==> config.mk <==
export PLATFORM = sky130hd
export DESIGN_NAME = cmp_mode_ctrl
export DESIGN_NICKNAME = d
export VERILOG_FILES = /design/src/hdl/cmp_pkg.sv /design/src/hdl/cmp_mode_ctrl.sv
export SDC_FILE = /design/constraint.sdc
export NUM_CORES = 1
export LEC_CHECK = 0
export ABC_AREA = 1
export ABC_CLOCK_PERIOD_IN_PS = 7300
export BUFFER_PORTS_ARGS = -buffer_cell sky130_fd_sc_hd__buf_2
export CAP_MARGIN = 20
export CORE_MARGIN = 5
export CORE_UTILIZATION = 56
export CTS_CLUSTER_DIAMETER = 100
export CTS_CLUSTER_SIZE = 24
export DETAILED_ROUTE_END_ITERATION = 8
export GPL_TIMING_DRIVEN = 1
export MAX_ROUTING_LAYER = met4
export PLACE_DENSITY = 0.8
export RECOVER_POWER = 50
export SYNTH_ARGS = -nofsm -noshare
export SYNTH_HDL_FRONTEND = slang
export SYNTH_SLANG_ARGS = --single-unit
==> constraint.sdc <==
create_clock -name clk -period 7.3 [get_ports clk]
set_input_delay 0.73 -clock clk [delete_from_list [all_inputs] [get_ports clk]]
set_output_delay 0.73 -clock clk [all_outputs]
set_load 0.01 [all_outputs]
==> src/hdl/cmp_pkg.sv <==
package cmp_pkg;
	// register byte offsets
	localparam logic [7:0] OFS_CTRL0 = 8'h00;
	localparam logic [7:0] OFS_CTRL1 = 8'h04;
	localparam logic [7:0] OFS_BTIME = 8'h08;
	localparam logic [7:0] OFS_FILT = 8'h0c;
	localparam logic [7:0] OFS_TXF = 8'h10;
	localparam logic [7:0] OFS_STAT = 8'h14;
	// control_reg_0 fields
	localparam int C0_INIT_REQ = 0;
	localparam int C0_SLEEP_REQ = 1;
	localparam int C0_WAKE_EN = 2;
	localparam int C0_STOP_WAIT = 5;
	localparam int C0_RX_FULL = 7;
	// control_reg_1 fields
	localparam int C1_INIT_ACK = 0;
	localparam int C1_SLEEP_ACK = 1;
	localparam int C1_WAKE_FILT = 2;
	localparam int C1_LISTEN = 4;
	localparam int C1_MOD_EN = 7;
	// tx flag register fields
	localparam int TF_EMPTY = 0;
	localparam int TF_ABORT_REQ = 4;
	localparam int TF_ABORT_ACK = 8;
	// reset values
	localparam logic RST_INIT_REQ = 1'b1;
	localparam logic [2:0] RST_TX_EMPTY = 3'h7;
	localparam logic [15:0] RST_BTIME = 16'h0000;
	localparam logic [31:0] RST_FILT = 32'h00000000;
	// timing
	localparam int CLK_NS = 20;
	localparam int WAKE_FILT_NS = 2000;
	localparam int RECOVERY_NS = 2000;
	localparam logic [7:0] WAKE_FILT_CYC = 8'((WAKE_FILT_NS + CLK_NS - 1) / CLK_NS);
	localparam logic [7:0] RECOVERY_CYC = 8'((RECOVERY_NS + CLK_NS - 1) / CLK_NS);
	localparam logic [3:0] IDLE_BITS = 4'hb;
	// axi responses
	localparam logic [1:0] RESP_OKAY = 2'h0;
	localparam logic [1:0] RESP_SLVERR = 2'h2;

	typedef enum logic [7:0] {
		ST_DISABLED = 8'h01,
		ST_INIT = 8'h02,
		ST_RUN = 8'h04,
		ST_SLEEP_WAIT = 8'h08,
		ST_SLEEP = 8'h10,
		ST_POWER_DOWN = 8'h20,
		ST_RECOVERY = 8'h40,
		ST_RESYNC = 8'h80
	} cmp_state_type;
endpackage : cmp_pkg

==> src/hdl/cmp_mode_ctrl.sv <==
// Chosen here: the address map and the AXI4-Lite slave port.
`timescale 1ns/1ns
`default_nettype none
module cmp_mode_ctrl
	import cmp_pkg::*;
(
	input wire logic clk,
	input wire logic rst_n,
	input wire logic [7:0] s_axi_awaddr,
	input wire logic s_axi_awvalid,
	output logic s_axi_awready,
	input wire logic [31:0] s_axi_wdata,
	input wire logic [3:0] s_axi_wstrb,
	input wire logic s_axi_wvalid,
	output logic s_axi_wready,
	output logic [1:0] s_axi_bresp,
	output logic s_axi_bvalid,
	input wire logic s_axi_bready,
	input wire logic [7:0] s_axi_araddr,
	input wire logic s_axi_arvalid,
	output logic s_axi_arready,
	output logic [31:0] s_axi_rdata,
	output logic [1:0] s_axi_rresp,
	output logic s_axi_rvalid,
	input wire logic s_axi_rready,
	input wire logic cpu_wait,
	input wire logic cpu_stop,
	input wire logic special_mode,
	input wire logic bus_rx_pin,
	output logic bus_tx_pin,
	input wire logic mac_tx_bit,
	output logic mac_rx_bit,
	input wire logic bit_tick,
	input wire logic mac_receiving,
	input wire logic bus_off,
	input wire logic rx_bg_full,
	input wire logic [2:0] tx_sent,
	input wire logic [2:0] tx_aborted,
	output logic proto_run,
	output logic proto_abort,
	output logic tx_allow,
	output logic [2:0] abort_go,
	output logic rx_fg_load,
	output logic busoff_count_en,
	output logic wake_event,
	output logic [15:0] bit_timing,
	output logic [31:0] filter_cfg
);

	typedef struct packed {
		logic init_req;
		logic slp_req;
		logic wake_en;
		logic stop_wait;
		logic rx_full;
		logic wake_filt;
		logic listen;
		logic mod_en;
		logic en_locked;
		logic [15:0] btime;
		logic [31:0] filt;
		logic [2:0] txe;
		logic [2:0] abrq;
		logic [2:0] abak;
		logic ireq_s1;
		logic ireq_s2;
		logic can_init;
		logic iack_s1;
		logic iack_s2;
		logic sreq_s1;
		logic sreq_s2;
		logic sack_s1;
		logic sack_s2;
		cmp_state_type state;
		logic wake_lat;
		logic was_sleep;
		logic [7:0] cnt;
		logic [7:0] fcnt;
		logic [3:0] rcnt;
		logic aw_have;
		logic w_have;
		logic [7:0] waddr;
		logic [31:0] wdat;
		logic [3:0] wstrb;
		logic awready;
		logic wready;
		logic bvalid;
		logic [1:0] bresp;
		logic arready;
		logic rvalid;
		logic [31:0] rdata;
		logic [1:0] rresp;
		logic tx_pin;
		logic mac_rx;
		logic run;
		logic abort;
		logic txa;
		logic [2:0] abgo;
		logic fg_load;
		logic bo_cnt;
		logic wake;
		logic pd_woke;
	} cmp_regs_type;

	cmp_regs_type q;
	cmp_regs_type n;
	logic rst_s1_q;
	logic rst_core_n_q;

	function automatic logic [31:0] merge(input logic [31:0] old, input logic [31:0] val,
		input logic [3:0] strb);
		logic [31:0] r;
		r = old;
		for (int i = 0; i < 4; i++)
		begin
			if (strb[i])
				r[8*i +: 8] = val[8*i +: 8];
		end
		return r;
	endfunction : merge

	function automatic logic active(input cmp_state_type s);
		return (s == ST_RUN) || (s == ST_SLEEP_WAIT);
	endfunction : active

	////////////////////////////////////////////////////////////////////////
	always_ff @(posedge clk or negedge rst_n)
	begin
		if (!rst_n)
		begin
			rst_s1_q <= 1'b0;
			rst_core_n_q <= 1'b0;
		end
		else
		begin
			rst_s1_q <= 1'b1;
			rst_core_n_q <= rst_s1_q;
		end
	end

	////////////////////////////////////////////////////////////////////////
	always_comb
	begin
		logic pd_req;
		logic dom;
		logic wake_det;
		logic [31:0] wv;
		logic cfg_ok;
		logic done_all;
		pd_req = 1'b0;
		dom = 1'b0;
		wake_det = 1'b0;
		wv = 32'h00000000;
		cfg_ok = 1'b0;
		done_all = 1'b0;
		n = q;
		n.wake = 1'b0;
		n.fg_load = 1'b0;
		if (q.state != ST_POWER_DOWN)
			n.pd_woke = 1'b0;

		// stop always once enabled, wait only with stop bit
		// plain wait leaves the block running
		pd_req = q.mod_en && (cpu_stop || (cpu_wait && q.stop_wait));

		// dominant must persist when filter selected
		dom = !bus_rx_pin;
		n.fcnt = (dom && q.fcnt != WAKE_FILT_CYC) ? q.fcnt + 8'h01 : (dom ? q.fcnt : 8'h00);
		wake_det = q.wake_filt ? (dom && q.fcnt == WAKE_FILT_CYC) : dom;

		// request into protocol side, acknowledges back
		n.ireq_s1 = q.init_req;
		n.ireq_s2 = q.ireq_s1;
		n.can_init = q.ireq_s2;
		n.iack_s1 = q.can_init && (q.state == ST_INIT);
		n.iack_s2 = q.iack_s1;
		n.sreq_s1 = q.slp_req;
		n.sreq_s2 = q.sreq_s1;
		n.sack_s1 = (q.state == ST_SLEEP);
		n.sack_s2 = q.sack_s1;

		// wake enable only counts as set at sleep entry
		if (q.state != ST_SLEEP && q.state != ST_POWER_DOWN)
			n.wake_lat = q.wake_en;

		done_all = (q.txe == RST_TX_EMPTY) && !mac_receiving;

		// protocol-side mode sequencing
		case (q.state)
			ST_DISABLED:
			begin
				if (q.mod_en)
					n.state = ST_INIT;
			end
			ST_INIT:
			begin
				if (!q.can_init)
				begin
					n.state = ST_RESYNC;
					n.rcnt = 4'h0;
				end
			end
			ST_RUN:
			begin
				// sleep at once only when idle
				if (q.sreq_s2)
					n.state = done_all ? ST_SLEEP : ST_SLEEP_WAIT;
			end
			ST_SLEEP_WAIT:
			begin
				// finish scheduled tx and current rx first
				if (!q.sreq_s2)
					n.state = ST_RUN;
				else if (done_all)
					n.state = ST_SLEEP;
			end
			ST_SLEEP:
			begin
				// leave on request clear or enabled activity
				if (!q.sreq_s2)
				begin
					n.state = ST_RESYNC;
					n.rcnt = 4'h0;
				end
				else if (q.wake_lat && wake_det)
				begin
					n.state = ST_RESYNC;
					n.rcnt = 4'h0;
					n.slp_req = 1'b0;
					n.wake = 1'b1;
				end
			end
			ST_POWER_DOWN:
			begin
				// one pulse per stay, a held dominant would repeat it
				if (q.was_sleep && q.wake_lat && wake_det && !q.pd_woke)
				begin
					n.wake = 1'b1;
					n.pd_woke = 1'b1;
				end
				if (!pd_req)
				begin
					// fixed recovery delay unless slept before
					n.state = q.was_sleep ? ST_SLEEP : ST_RECOVERY;
					n.cnt = 8'h00;
				end
			end
			ST_RECOVERY:
			begin
				n.cnt = q.cnt + 8'h01;
				if (q.cnt == RECOVERY_CYC - 8'h01)
				begin
					n.state = ST_RESYNC;
					n.rcnt = 4'h0;
				end
			end
			ST_RESYNC:
			begin
				// eleven recessive bits before joining the bus
				if (bit_tick)
					n.rcnt = bus_rx_pin ? q.rcnt + 4'h1 : 4'h0;
				if (q.rcnt == IDLE_BITS)
					n.state = ST_RUN;
			end
			default:
			begin
				n.state = ST_DISABLED;
			end
		endcase

		// disable beats power down, power down beats init, init beats everything else
		if (!q.mod_en)
			n.state = ST_DISABLED;
		else if (pd_req && q.state != ST_POWER_DOWN && q.state != ST_DISABLED)
		begin
			n.state = ST_POWER_DOWN;
			n.was_sleep = (q.state == ST_SLEEP);
		end
		// init request aborts any mode except power down and disabled at once
		else if (q.can_init && q.state != ST_POWER_DOWN && q.state != ST_DISABLED)
			n.state = ST_INIT;

		// register bus: write side
		cfg_ok = special_mode || q.iack_s2;
		if (s_axi_awvalid && q.awready)
		begin
			n.aw_have = 1'b1;
			n.waddr = s_axi_awaddr;
		end
		if (s_axi_wvalid && q.wready)
		begin
			n.w_have = 1'b1;
			n.wdat = s_axi_wdata;
			n.wstrb = s_axi_wstrb;
		end
		if (s_axi_bvalid && s_axi_bready)
			n.bvalid = 1'b0;
		if (q.aw_have && q.w_have && !q.bvalid)
		begin
			n.aw_have = 1'b0;
			n.w_have = 1'b0;
			n.bvalid = 1'b1;
			n.bresp = RESP_OKAY;
			if (q.state == ST_POWER_DOWN)
				n.bresp = RESP_SLVERR;
			else
				case (q.waddr)
					OFS_CTRL0:
					begin
						wv = merge({24'h000000, q.rx_full, 1'b0, q.stop_wait, 2'h0, q.wake_en,
							q.slp_req, q.init_req}, q.wdat, q.wstrb);
						if (wv[C0_INIT_REQ] || q.iack_s2)
							n.init_req = wv[C0_INIT_REQ];
						if (wv[C0_SLEEP_REQ] || q.sack_s2)
							n.slp_req = wv[C0_SLEEP_REQ];
						n.wake_en = wv[C0_WAKE_EN];
						n.stop_wait = wv[C0_STOP_WAIT];
						if (q.wstrb[0] && q.wdat[C0_RX_FULL])
							n.rx_full = 1'b0;
					end
					OFS_CTRL1:
					begin
						wv = merge({24'h000000, q.mod_en, 2'h0, q.listen, 1'b0, q.wake_filt,
							2'h0}, q.wdat, q.wstrb);
						if (cfg_ok)
						begin
							n.wake_filt = wv[C1_WAKE_FILT];
							n.listen = wv[C1_LISTEN];
						end
						if (q.wstrb[0] && (special_mode || !q.en_locked))
						begin
							n.mod_en = wv[C1_MOD_EN];
							n.en_locked = !special_mode;
							if (wv[C1_MOD_EN] && !q.mod_en)
								n.init_req = RST_INIT_REQ;
						end
					end
					// timing and filters writable only in init or special mode
					OFS_BTIME:
					begin
						if (cfg_ok)
							n.btime = 16'(merge({16'h0000, q.btime}, q.wdat, q.wstrb));
					end
					OFS_FILT:
					begin
						if (cfg_ok)
							n.filt = merge(q.filt, q.wdat, q.wstrb);
					end
					OFS_TXF:
					begin
						wv = q.wstrb[0] ? q.wdat : 32'h00000000;
						// empty flags clearable even while asleep
						n.txe = q.txe & ~wv[TF_EMPTY +: 3];
						n.abrq = q.abrq | (wv[TF_ABORT_REQ +: 3] & ~q.txe);
					end
					OFS_STAT:
					begin
					end
					default:
					begin
						n.bresp = RESP_SLVERR;
					end
				endcase
		end

		// hardware events win over software clears
		n.txe = n.txe | tx_sent | tx_aborted;
		n.abak = (q.abak & ~(q.txe & ~n.txe)) | tx_aborted;
		n.abrq = n.abrq & ~(tx_sent | tx_aborted);

		if (active(q.state) && rx_bg_full && !q.rx_full && !q.fg_load)
		begin
			n.fg_load = 1'b1;
			n.rx_full = 1'b1;
		end

		// init mode forces status and control defaults
		if (q.state == ST_INIT)
		begin
			n.txe = RST_TX_EMPTY;
			n.abrq = 3'h0;
			n.abak = 3'h0;
			n.rx_full = 1'b0;
			n.slp_req = 1'b0;
		end

		// register bus: read side
		if (s_axi_rvalid && s_axi_rready)
			n.rvalid = 1'b0;
		if (s_axi_arvalid && q.arready)
		begin
			n.rvalid = 1'b1;
			n.rresp = RESP_OKAY;
			n.rdata = 32'h00000000;
			if (q.state == ST_POWER_DOWN)
				n.rresp = RESP_SLVERR;
			else
				// map readable in every other mode
				case (s_axi_araddr)
					OFS_CTRL0:
					begin
						n.rdata[C0_INIT_REQ] = q.init_req;
						n.rdata[C0_SLEEP_REQ] = q.slp_req;
						n.rdata[C0_WAKE_EN] = q.wake_en;
						n.rdata[C0_STOP_WAIT] = q.stop_wait;
						n.rdata[C0_RX_FULL] = q.rx_full;
					end
					OFS_CTRL1:
					begin
						n.rdata[C1_INIT_ACK] = q.iack_s2;
						n.rdata[C1_SLEEP_ACK] = q.sack_s2;
						n.rdata[C1_WAKE_FILT] = q.wake_filt;
						n.rdata[C1_LISTEN] = q.listen;
						n.rdata[C1_MOD_EN] = q.mod_en;
					end
					OFS_BTIME:
						n.rdata = {16'h0000, q.btime};
					OFS_FILT:
						n.rdata = q.filt;
					OFS_TXF:
					begin
						n.rdata[TF_EMPTY +: 3] = q.txe;
						n.rdata[TF_ABORT_REQ +: 3] = q.abrq;
						n.rdata[TF_ABORT_ACK +: 3] = q.abak;
					end
					OFS_STAT:
						n.rdata[7:0] = q.state;
					default:
						n.rresp = RESP_SLVERR;
				endcase
		end
		n.awready = !n.aw_have && !n.bvalid;
		n.wready = !n.w_have && !n.bvalid;
		n.arready = !n.rvalid;

		// pin and protocol-engine controls
		// tx recessive unless active and talking
		n.tx_pin = (active(n.state) && !q.listen) ? mac_tx_bit : 1'b1;
		// masked receive input while locked asleep
		if ((n.state == ST_SLEEP || n.state == ST_POWER_DOWN) && !n.wake_lat)
			n.mac_rx = 1'b1;
		// own dominant bits seen internally only
		else if (q.listen)
			n.mac_rx = bus_rx_pin && mac_tx_bit;
		else
			n.mac_rx = bus_rx_pin;
		// protocol clocks stop in sleep, init, power down
		n.run = active(n.state) || (n.state == ST_RESYNC);
		n.abort = (n.state == ST_INIT) || (n.state == ST_POWER_DOWN) ||
			(n.state == ST_DISABLED);
		n.txa = active(n.state) && !q.listen && (n.txe != RST_TX_EMPTY);
		n.abgo = active(n.state) ? (n.abrq & ~n.txe) : 3'h0;
		// bus-off count pauses asleep, resumes after
		n.bo_cnt = bus_off && n.run;
	end

	////////////////////////////////////////////////////////////////////////
	always_ff @(posedge clk or negedge rst_core_n_q)
	begin
		if (!rst_core_n_q)
		begin
			q <= '0;
			// out of reset disabled, enable clear
			q.state <= ST_DISABLED;
			q.init_req <= RST_INIT_REQ;
			q.txe <= RST_TX_EMPTY;
			q.btime <= RST_BTIME;
			q.filt <= RST_FILT;
			q.tx_pin <= 1'b1;
			q.mac_rx <= 1'b1;
			q.abort <= 1'b1;
			q.awready <= 1'b1;
			q.wready <= 1'b1;
			q.arready <= 1'b1;
		end
		else
			q <= n;
	end

	assign s_axi_awready = q.awready;
	assign s_axi_wready = q.wready;
	assign s_axi_bvalid = q.bvalid;
	assign s_axi_bresp = q.bresp;
	assign s_axi_arready = q.arready;
	assign s_axi_rvalid = q.rvalid;
	assign s_axi_rdata = q.rdata;
	assign s_axi_rresp = q.rresp;
	assign bus_tx_pin = q.tx_pin;
	assign mac_rx_bit = q.mac_rx;
	assign proto_run = q.run;
	assign proto_abort = q.abort;
	assign tx_allow = q.txa;
	assign abort_go = q.abgo;
	assign rx_fg_load = q.fg_load;
	assign busoff_count_en = q.bo_cnt;
	assign wake_event = q.wake;
	assign bit_timing = q.btime;
	assign filter_cfg = q.filt;

endmodule : cmp_mode_ctrl
`default_nettype wire

==> flow_summary_export.csv, run 1 <==
group,metric,value,unit
status,status,"finished with violations",
status,violations,"max-capacitance violations, max-slew violations",
place,routabilityCongestion,0.9131,
timing,clock.fmax,346.3,MHz
clock_network,cts_setup_buffers,0,
timing,finalHoldViolCount,0,
worst_setup_path,path_class,"reg2reg",
global_route,grt_start_max_net_pins,203,
floorplanning,ios,174,
worst_setup_path,crit_path_start_kind,"flip-flop",
yosys,synth_edf_count,0,
yosys,netlist_instances,1117,
clock_network,cts.clk_slew.worst_paths,0.10,ns
floorplanning,dieArea,20480,um2
yosys,synth_area_leaders,"dfrtp_1 49%, nand2_1 11%, buf_4 7.0%",
finish,area_growth,6.596,%
worst_setup_path,path_max_fanout,34,
yosys,yosys_warnings,0,
worst_hold_path,holdCritPathClass,"in2async",
finish,regArea,5122,um2
timing,rsz0062_at_grt,"false",
timing,worst-slew-pin-transition,1.731,ns
global_route,grt_pass1_wl,37.39,mm
yosys,async_reset_ff_share,100.0,%
route,post_drt_wl_per_cell,16.37,um
clock_network,cts_sinks,204,
route,via_count,7571,
clock_network,cts_resized,0,
place,hpwl,17.18,mm
clock_network,clk_root_buffer_cell,"clkbuf_16",
timing,slew_headroom,-15.43,%
power_and_ir_drop,ir_worst_vdd,0.2175,mV
yosys,synth_compound_area_share,11.53,%
global_route,grt_overflow_total,0,
finish,design_area,10580,um2
worst_setup_path,required,7.70,ns
route,wl,23.31,mm
power_and_ir_drop,p_leak,5.482,nW
floorplanning,die_y,143.1,um
route,drc,0,
floorplanning,placementRows,48,
clock_network,cts_buffers,12,
route,drtPass1Iterations,5,
yosys,synthAdderAreaFrac,0.5045,%
floorplanning,core_region_area,17360,um2
job,max_cap_violations,1,
yosys,synthMuxAreaShare,0,%
place,dpl-instance-area,10290,um2
worst_setup_path,worst-endpoint-arrival,3.29,ns
yosys,synth_top_flop_cell,"dfrtp_1",
timing,finClkSkew,0.01490,ns
yosys,synth_top_area_cell,"dfrtp_1",
yosys,synth.distinct_cells,55,
yosys,syn_area_per_cell,8.882,um2
yosys,yosys.area.top_type_share,48.68,%
floorplanning,start_util,57.16,%
place,portBuffers,171,
route,drt_iter0_markers,567,
clock_network,cts.path.max_buffers,3,
global_route,grt_pass1_vias,7417,
timing,setup_viol,0,
yosys,synth_top_family_by_area,"simple AND/OR/NAND/NOR gates",
worst_setup_path,cp-end-kind,"flip-flop",
clock_network,cts_hold_buf,0,
finish,nNetsFinal,1271,
clock_network,clock_latency,0.46,ns
finish,final_layout_size_suffix_gt1_share,23.21,%
timing,tns,0,ns
yosys,seq_area_frac_synth,51.60,%
timing,final-max-slew-violation-count,35,
yosys,synth_simple_gate_area_share,22.84,%
route,ant_nets,0,
clock_network,cts_tree,"built",
yosys,synth_xor_area_share,0.6180,%
yosys,synth-seq-cells,204,
timing,hold_ws,0.02963,ns
clock_network,htree_levels,1,
floorplanning,die-width,143.1,um
timing,final.min_clock_period,2.888,ns
finish,final.fill_count,1492,
global_route,grt_use_total,23.35,%
yosys,syn_area,9921,um2
global_route,antenna_found_initial,1,
finish,multi_input_area,3465,um2
timing,min_period_over_period,39.56,%
route,viasPerCell,5.317,
power_and_ir_drop,power_density,277.9,nW/um2
[power by group]
group | leakage (nW) | internal [mW] | switching (mW)
Clock | 0.175 | 0.333 | 0.365
Combinational | 2.63 | 0.223 | 0.507
Sequential | 2.68 | 1.36 | 0.156
[area by class of cell]
type / instances / area share, %
inverter: 121 / 4.366
clock inverter: 2 / 0.1538
timing repair buffer: 174 / 8.377
multi-input combinational: 680 / 32.76
sequential: 204 / 48.44
clock buffer: 17 / 3.218
antenna: 1 / 0.02366
tap: 225 / 2.662
[critical path: stages (launching register included)]
cell and delay [ns]:
dfstp_2 0.53, nand2_1 0.04, clkbuf_1 0.66, nor2_4 0.49, inv_2 0.11, nor3_4 0.71, a22oi_1 0.14, nand2_1 0.13
[cell families after synthesis]
kind of cell | Yosys count
buffers and inverters | 234
xor gates and xnor gates | 7
other | 2
adders and majority gates | 4
DFF | 204
and+or+nand+nor | 480
AOI/OAI and AO/OA | 186
[path summary, 6_finish.rpt]
| path | start | to | slack (ns) | cells after the start |
|---|---|---|---|---|
| max in group asynchronous | rst_core_n_q | q[117] | 5.95 | 1 |
| worst min register to register | n[135] | q[135] | 0.36 | 0 |
| min in group clk | n[135] | q[135] | 0.36 | 0 |
| worst max-delay path | s_axi_arready | s_axi_rdata[12] | 4.41 | 7 |
| worst max register to register | s_axi_arready | s_axi_rdata[12] | 4.41 | 7 |
| worst min-delay path | rst_n | rst_core_n_q | 0.03 | 1 |
[registers in the layout (all words and copies together) (netlist names), 3 cells and up]
signal	cells
q	97
filter_cfg	32
s_axi_rdata	32
bit_timing	16
n	7
abort_go	3
[cell usage in the layout (no fill, tap or decap), types with 17 or more instances in the layout]
master   Yosys  layout
o21ai_2     18      18
buf_2        4     170
a21oi_1     22      22
nand2_1    278     280
a22o_1      17      17
nand3_1     47      49
nor2_1      75      78
dfrtp_1    193     192
inv_1      104     106
o21ai_1     28      28
o21ai_0     73      73
[synthesized netlist by cell type (all sizes together) (12+ instances only)]
cell,count
nand3,56
buf,101
dfrtp,193
nor2,91
inv,117
nand2,296
o21ai,119
a21oi,24
nand4,14
a22o,17
clkbuf,12
[metrics by stage]
stage | instances | utilization, % | setup slack [ns] | total power, mW
finish | 1424 | 60.93 | 4.412 | 2.939
detailed placement | 1404 | 59.28 | 4.788 | 2.274
global placement | 1404 | 59.28 | 4.878 | 2.240
CTS | 1423 | 61.33 | 5.081 | 2.974
floorplan | 1118 | - | 1.214 | 2.078
global route | 1424 | 60.93 | 4.197 | 3.109
[routing by layer]
metal | up-vias | GRT usage [%] | wire (um)
li1 | 3652 | - | -
met1 | 3597 | 31.22 | 9984
met2 | 275 | 36.33 | 10910
met3 | 47 | 4.956 | 1860
met4 | 0 | 6.703 | 547
met5 | - | - | 0
Note: power is estimated with default switching activity, not from simulation.
==> run 2, diff against run 1 <==
--- a/config.mk
+++ b/config.mk
@@ -6,7 +6,7 @@
 export NUM_CORES = 1
 export LEC_CHECK = 0
 export ABC_AREA = 1
-export ABC_CLOCK_PERIOD_IN_PS = 7300
+export ABC_CLOCK_PERIOD_IN_PS = 2900
 export BUFFER_PORTS_ARGS = -buffer_cell sky130_fd_sc_hd__buf_2
 export CAP_MARGIN = 20
 export CORE_MARGIN = 5
==> constraint.sdc (replaced) <==
create_clock -name clk -period 2.9 [get_ports clk]
set_input_delay 0.29 -clock clk [delete_from_list [all_inputs] [get_ports clk]]
set_output_delay 0.29 -clock clk [all_outputs]
set_load 0.01 [all_outputs]
==> run 2 against run 1 <==
Against the previous run:
- the flow still finishes with violations (max-capacitance violations, max-slew violations)
- combinational power rose to 2.6 times the previous value
- global-route usage increased by 0.059 points
- cell area rose by 0.32%
- sequential power rose to 2.5 times the previous value
- sequential cell count stayed put
- fmax is 35% higher
- worst hold slack got worse by 0.0061 ns
- sequential share of layout area fell by 0.19 points
- die area unchanged
- critical endpoint is now s_axi_rdata[31]
- largest cell class unchanged
- largest power group unchanged
==> flow_summary_export.csv, run 2 (synthesized netlist as in run 1, its figures left out) <==
group,metric,value,unit
status,status,"finished with violations",
status,violations,"max-capacitance violations, max-slew violations",
route,drc,0,
power_and_ir_drop,intPower,4.834,mW
timing,final-max-slew-violation-count,48,
clock_network,htree_levels,1,
timing,finClkSkew,0.01850,ns
worst_setup_path,critPathBufInv,1,
timing,rsz0062_at_grt,"false",
clock_network,cts.clk_slew.worst_paths,0.10,ns
timing,min_period_over_period,73.79,%
place,routabilityCongestion,0.9182,
finish,regArea,5119,um2
route,drtPass1Iterations,5,
finish,final_layout_size_suffix_gt1_share,18.89,%
finish,mostFrequentLayoutCell,"nand2_1",
timing,setup_viol,0,
worst_setup_path,path_depth,7,
place,dp_slack,0.7813,ns
timing,tns,0,ns
floorplanning,ios,174,
global_route,grtUsageMet2,36.10,%
clock_network,clock_latency,0.47,ns
worst_setup_path,crit_path_start_kind,"flip-flop",
timing,slew_headroom,-34.45,%
finish,final_cell_mix,"279 x nand2_1, 193 x dfrtp_1, 112 x buf_2, 105 x inv_1, 75 x nor2_1",
power_and_ir_drop,p_leak,5.265,nW
clock_network,cts.path.max_buffers,3,
finish,largest_reg_flops,97,
route,drt_iter0_markers,582,
power_and_ir_drop,ir_worst_vdd,0.5121,mV
finish,area_growth,6.936,%
power_and_ir_drop,switching_power,2.611,mW
timing,worst-slew-pin-transition,2.017,ns
finish,multi_input_area,3525,um2
timing,finalHoldViolCount,0,
global_route,globalRouteMet3Util,3.918,%
global_route,antenna_found_initial,3,
route,viasPerCell,5.317,
job,max_cap_violations,1,
worst_hold_path,min_path_cells,3,
clock_network,cts_tree,"built",
power_and_ir_drop,power_density,701.8,nW/um2
clock_network,clk_root_buffer_cell,"clkbuf_16",
global_route,grt_use_total,23.41,%
power_and_ir_drop,comb_power_share,25.2,%
clock_network,cts_sinks,204,
worst_setup_path,worst-endpoint-arrival,2.55,ns
global_route,grt_pass1_wl,37.72,mm
global_route,grt_pass1_vias,7380,
worst_setup_path,reg2regPathDepth,7,
global_route,grt_overflow_total,0,
floorplanning,placementRows,48,
finish,nNetsFinal,1275,
timing,clock.fmax,467.3,MHz
power_and_ir_drop,clkPwrFrac,23.8,%
power_and_ir_drop,p_sw_share,35.07,%
worst_setup_path,path_class,"reg2reg",
worst_setup_path,worstPathCellList,"nor2_2 > nand2_4 > nor2_4 > nor2_4 > inv_2 > nor3_4 > a22o_1",
worst_setup_path,crit_path_top_delay_cell,"nor3_4",
worst_setup_path,path_max_fanout,21,
route,ant_nets,0,
finish,final.fill_count,1545,
timing,final.min_clock_period,2.140,ns
place,hpwl,17.58,mm
worst_setup_path,required,3.31,ns
floorplanning,core_region_area,17360,um2
power_and_ir_drop,seqPwrFrac,51.0,%
global_route,use_met1,33.02,%
floorplanning,die-width,143.1,um
route,wl,23.18,mm
place,portBuffers,171,
route,via_count,7604,
global_route,grt_start_max_net_pins,77,
route,post_drt_wl_per_cell,16.21,um
worst_setup_path,cp-end-kind,"flip-flop",
worst_setup_path,max_stage_delay,0.69,ns
floorplanning,start_util,57.16,%
worst_setup_path,crit_family,"simple AND/OR/NAND/NOR gates",
global_route,grt_busiest_layer,"met2",
worst_hold_path,holdCritPathClass,"in2reg",
clock_network,cts_buffers,12,
clock_network,cts_setup_buffers,0,
finish,top_register,"q",
timing,setup_slack,0.7600,ns
worst_setup_path,crit_top_cell,"nor2_4",
floorplanning,dieArea,20480,um2
floorplanning,die_y,143.1,um
run 2: routing by layer:
layer  part of all wire (%)  vias up  routed length [um]
li1                       -     3667                   -
met4                    2.2        0                 513
met5                      0        -                   0
met1                     44     3635               10260
met2                     46      263               10640
met3                    7.6       39                1771
run 2: worst reg2reg max path: stages (launching register included):
cell	delay (ns)
dfstp_2	0.56
nor2_2	0.07
nand2_4	0.10
nor2_4	0.08
nor2_4	0.23
inv_2	0.10
nor3_4	0.69
a22o_1	0.26
run 2: stage by stage:
step | power (mW) | util [%] | hold WS [ns] | cells | instance area, um2
3_5_place_dp | 5.739 | 59.48 | 0.07757 | 1407 | 10320
4_1_cts | 7.520 | 61.61 | 0.01109 | 1427 | 10690
3_3_place_gp | 5.666 | 59.48 | 0.08120 | 1407 | 10320
2_1_floorplan | 5.228 | - | -0.005591 | 1118 | 9928
6_report | 7.445 | 61.12 | 0.02355 | 1430 | 10610
5_1_grt | 7.947 | 61.12 | 0.01906 | 1430 | 10610
run 2: final cells by class:
type / instances / share of cell area (%)
Antenna cell: 3 / 0.07076
Clock buffer: 18 / 3.243
Clock inverter: 1 / 0.1533
Inverter: 121 / 4.352
Multi-Input combinational cell: 680 / 33.22
Sequential cell: 204 / 48.25
Tap cell: 225 / 2.654
Timing Repair Buffer: 178 / 8.055
run 2: power groups by stage:
stage / Sequential (mW) / Clock [mW] / Combinational, mW
after CTS: 3.80 / 1.83 / 1.90
after detailed placement: 3.85 / 0 / 1.89
after floorplan: 3.76 / 0 / 1.47
after global routing: 3.88 / 1.93 / 2.14
final: 3.80 / 1.77 / 1.88
after global placement: 3.84 / 0 / 1.83
run 2: final timing paths:
| kind | slack (ns) | to | from |
|---|---|---|---|
| worst max-delay path | 0.76 | s_axi_rdata[31] | q[121] |
| worst min-delay path | 0.02 | q[58] | s_axi_wdata[1] |
| min in group asynchronous | 0.15 | rst_s1_q | rst_n |
| worst max register to register | 0.76 | s_axi_rdata[31] | q[121] |
| max in group asynchronous | 0.81 | n[137] | rst_core_n_q |
| worst min register to register | 0.34 | q[131] | n[131] |
run 2: timing repair:
action / in CTS / in global routing
hold endpoints to repair: 2 / 0
resized for setup: 0 / 0
hold buffers: 1 / 0
==> run 3, diff against run 2 <==
--- a/config.mk
+++ b/config.mk
@@ -5,8 +5,8 @@
 export SDC_FILE = /design/constraint.sdc
 export NUM_CORES = 1
 export LEC_CHECK = 0
-export ABC_AREA = 1
-export ABC_CLOCK_PERIOD_IN_PS = 2900
+export ABC_AREA = 0
+export ABC_CLOCK_PERIOD_IN_PS = 2100
 export BUFFER_PORTS_ARGS = -buffer_cell sky130_fd_sc_hd__buf_2
 export CAP_MARGIN = 20
 export CORE_MARGIN = 5
==> constraint.sdc (replaced) <==
create_clock -name clk -period 2.1 [get_ports clk]
set_input_delay 0.21 -clock clk [delete_from_list [all_inputs] [get_ports clk]]
set_output_delay 0.21 -clock clk [all_outputs]
set_load 0.01 [all_outputs]
==> run 3 against run 2 <==
Against the previous run:
- the flow finishes with violations (max-capacitance violations, max-slew violations, negative setup slack)
- clock skew decreased by 0.00099 ns
- clock power rose by 37%
- fmax down 4.2%
- worst hold slack got worse by 0.010 ns
- global-route usage rose by 1.7 points
- sequential share of layout area shrank 4.1 points
- die area down 5.4%
- via count decreased by 9.4%
- highest routed layer unchanged
==> flow_summary_export.csv, run 3 <==
group,metric,value,unit
place,portBuffers,171,
yosys,synth_compound_area_share,9.063,%
place,placed_cells,1154,
yosys,syn_area_per_cell,11.55,um2
power_and_ir_drop,ir_worst_vdd,0.7287,mV
yosys,seq_area_frac_synth,54.77,%
clock_network,cts_sinks,204,
finish,final_core_util,70.36,%
timing,clock.fmax,447.7,MHz
floorplanning,ios,174,
route,drt_iter0_markers,369,
finish,largest_reg_flops,97,
floorplanning,core_region_area,16470,um2
status,violations,"max-capacitance violations, max-slew violations, negative setup slack",
yosys,synth-seq-cells,204,
finish,final.fill_count,1176,
route,drtPass1Iterations,5,
global_route,grt_pass1_vias,7219,
worst_setup_path,required,2.45,ns
yosys,synth_simple_gate_area_share,11.94,%
worst_hold_path,min_to,"s_axi_rvalid",
power_and_ir_drop,p_leak,5.757,nW
yosys,async_reset_ff_share,100.0,%
route,ant_nets,0,
global_route,grt_start_max_net_pins,85,
worst_hold_path,min_path_cells,2,
finish,final_layout_size_suffix_gt1_share,42.36,%
clock_network,htree_levels,1,
timing,rsz0062_at_grt,"true",
clock_network,clock_latency,0.46,ns
yosys,yosys.area.top_type_share,51.67,%
yosys,synthMuxAreaShare,13.07,%
clock_network,cts_buffers,12,
finish,top_register,"q",
worst_setup_path,crit_path_top_delay_cell,"or4_1",
worst_setup_path,startpoint,"q[89]",
clock_network,cts.path.max_buffers,3,
timing,final.min_clock_period,2.234,ns
yosys,synth_top_flop_cell,"dfrtp_1",
floorplanning,die_y,139.2,um
global_route,grt_pass1_wl,38.43,mm
yosys,synth_xor_area_share,1.124,%
job,max_cap_violations,1,
timing,finClkSkew,0.01751,ns
worst_setup_path,reg2reg_from,"q[89]",
floorplanning,die-width,139.2,um
clock_network,clk_root_buffer_cell,"clkbuf_16",
finish,mostFrequentLayoutCell,"dfrtp_1",
route,viasPerCell,5.554,
timing,setup_viol,56,
worst_setup_path,crit_path_start_kind,"flip-flop",
finish,area_growth,23.96,%
yosys,netlist_instances,809,
worst_setup_path,worst-endpoint-arrival,2.59,ns
place,dp_slack,-0.2127,ns
timing,worst-slew-pin-transition,1.558,ns
yosys,synth_edf_count,0,
yosys,synth.most_common_cell,"dfrtp_1",
yosys,synth_area_leaders,"dfrtp_1 52%, mux2_2 11%, buf_4 7.0%",
worst_setup_path,worstReg2RegEnd,"q[201]",
finish,final_cell_mix,"193 x dfrtp_1, 170 x buf_2, 77 x mux2_2, 68 x buf_4, 51 x dlygate4sd3_1",
worst_setup_path,reg2regPathDepth,6,
worst_setup_path,path_class,"reg2reg",
yosys,synth_top_family_by_area,"multiplexers",
worst_setup_path,reg2reg_slack,-0.13,ns
timing,final-max-slew-violation-count,65,
timing,finalHoldViolCount,0,
route,via_count,6892,
timing,setup_slack,-0.1339,ns
timing,tns,-2.941,ns
status,status,"finished with violations",
worst_setup_path,worstPathCellList,"or4_1 > nor2_2 > nand3_2 > buf_6 > or4b_4 > mux2_4",
worst_setup_path,max_stage_delay,0.53,ns
timing,slew_headroom,-3.852,%
worst_setup_path,path_max_fanout,5,
yosys,synth.distinct_cells,65,
global_route,grt_use_total,25.10,%
place,dpl-instance-area,10340,um2
global_route,grt_overflow_total,0,
yosys,synthTopCellsByCount,"193 x dfrtp_1, 94 x mux2_2, 87 x buf_4",
floorplanning,dieArea,19370,um2
worst_hold_path,min-delay-start,"s_axi_rready",
route,drc,0,
yosys,yosys_warnings,0,
route,wl,24.10,mm
worst_setup_path,cp-end-kind,"flip-flop",
finish,instances_no_fill,1241,
place,hpwl,16.71,mm
finish,nNetsFinal,1088,
yosys,synth_top_area_cell,"dfrtp_1",
timing,hold_ws,0.01310,ns
floorplanning,placementRows,47,
global_route,antenna_found_initial,6,
yosys,synthAdderAreaFrac,0.5355,%
route,post_drt_wl_per_cell,19.42,um
clock_network,cts.clk_slew.worst_paths,0.10,ns
yosys,syn_area,9346,um2
power_and_ir_drop,power.total,9.153,mW
place,routabilityCongestion,0.9210,
clock_network,cts_tree,"built",
power_and_ir_drop,power_density,790.0,nW/um2
finish,design_area,11590,um2
worst_hold_path,holdCritPathClass,"in2reg",
timing,min_period_over_period,106.4,%
floorplanning,start_util,56.76,%
run 3: cell types whose count changed after synthesis, sizes merged, moves of 7 or more:
cell	previous run	this run
clkbuf	12	23
nor2b	0	7
nand2	296	53
nand3	56	20
mux2	0	96
nor2	91	52
o21ai	119	29
or3	0	8
a221oi	0	8
mux2i	0	14
and2	0	7
and3	0	7
inv	117	26
nand4	14	5
run 3: critical path, delay by kind of cell (launching register included):
kind          cells  cell delay [ns]
buf+inv           1             0.15
flops             1             0.38
mux               1             0.31
simple gates      4             1.29
run 3: repair_timing:
item,in CTS,in global routing
gates resized for setup,49,40
setup endpoints to repair,86,96
hold endpoints to repair,51,0
pin swaps,9,18
buffers inserted,7,6
hold buffers,51,0
run 3: layout make-up:
| type | count | area (um2) | share of cell area [%] |
|---|---|---|---|
| Multi-Input combinational cell | 461 | 3691 | 31.86 |
| Clock buffer | 18 | 344.1 | 2.970 |
| Antenna cell | 6 | 15.01 | 0.1296 |
| Inverter | 26 | 97.59 | 0.8423 |
| Tap cell | 220 | 275.3 | 2.376 |
| Sequential cell | 204 | 5119 | 44.18 |
| Timing Repair Buffer | 305 | 2028 | 17.51 |
| Clock inverter | 1 | 16.27 | 0.1404 |
run 3: logic make-up after synthesis:
group                      Yosys count
buffers and inverters              145
DFF                                204
AOI/OAI and AO/OA                  124
xor gates and xnor gates            12
adders and majority gates            4
and+or+nand+nor                    208
other                                2
muxes                              110
run 3: layer usage:
layer | vias to the layer above | wire [um] | track usage (%)
met2 | 230 | 12350 | 41.17
li1 | 3165 | - | -
met4 | 0 | 736 | 8.239
met3 | 55 | 1189 | 3.034
met5 | - | 0 | -
met1 | 3442 | 9825 | 32.84
run 3: worst max-delay path by stage:
stage,endpoint,slack [ns]
floorplan,bit_timing[0],-0.14
global placement,bit_timing[14],-0.19
detailed placement,bit_timing[11],-0.21
CTS,q[201],-0.11
global route,filter_cfg[9],-0.20
finish,q[201],-0.13
run 3: where the power goes:
part,switching (mW),internal (mW),total [mW]
Clock,1.26,1.16,2.42
Combinational,0.759,0.876,1.64
Sequential,0.573,4.52,5.10
Total,2.59,6.56,9.15
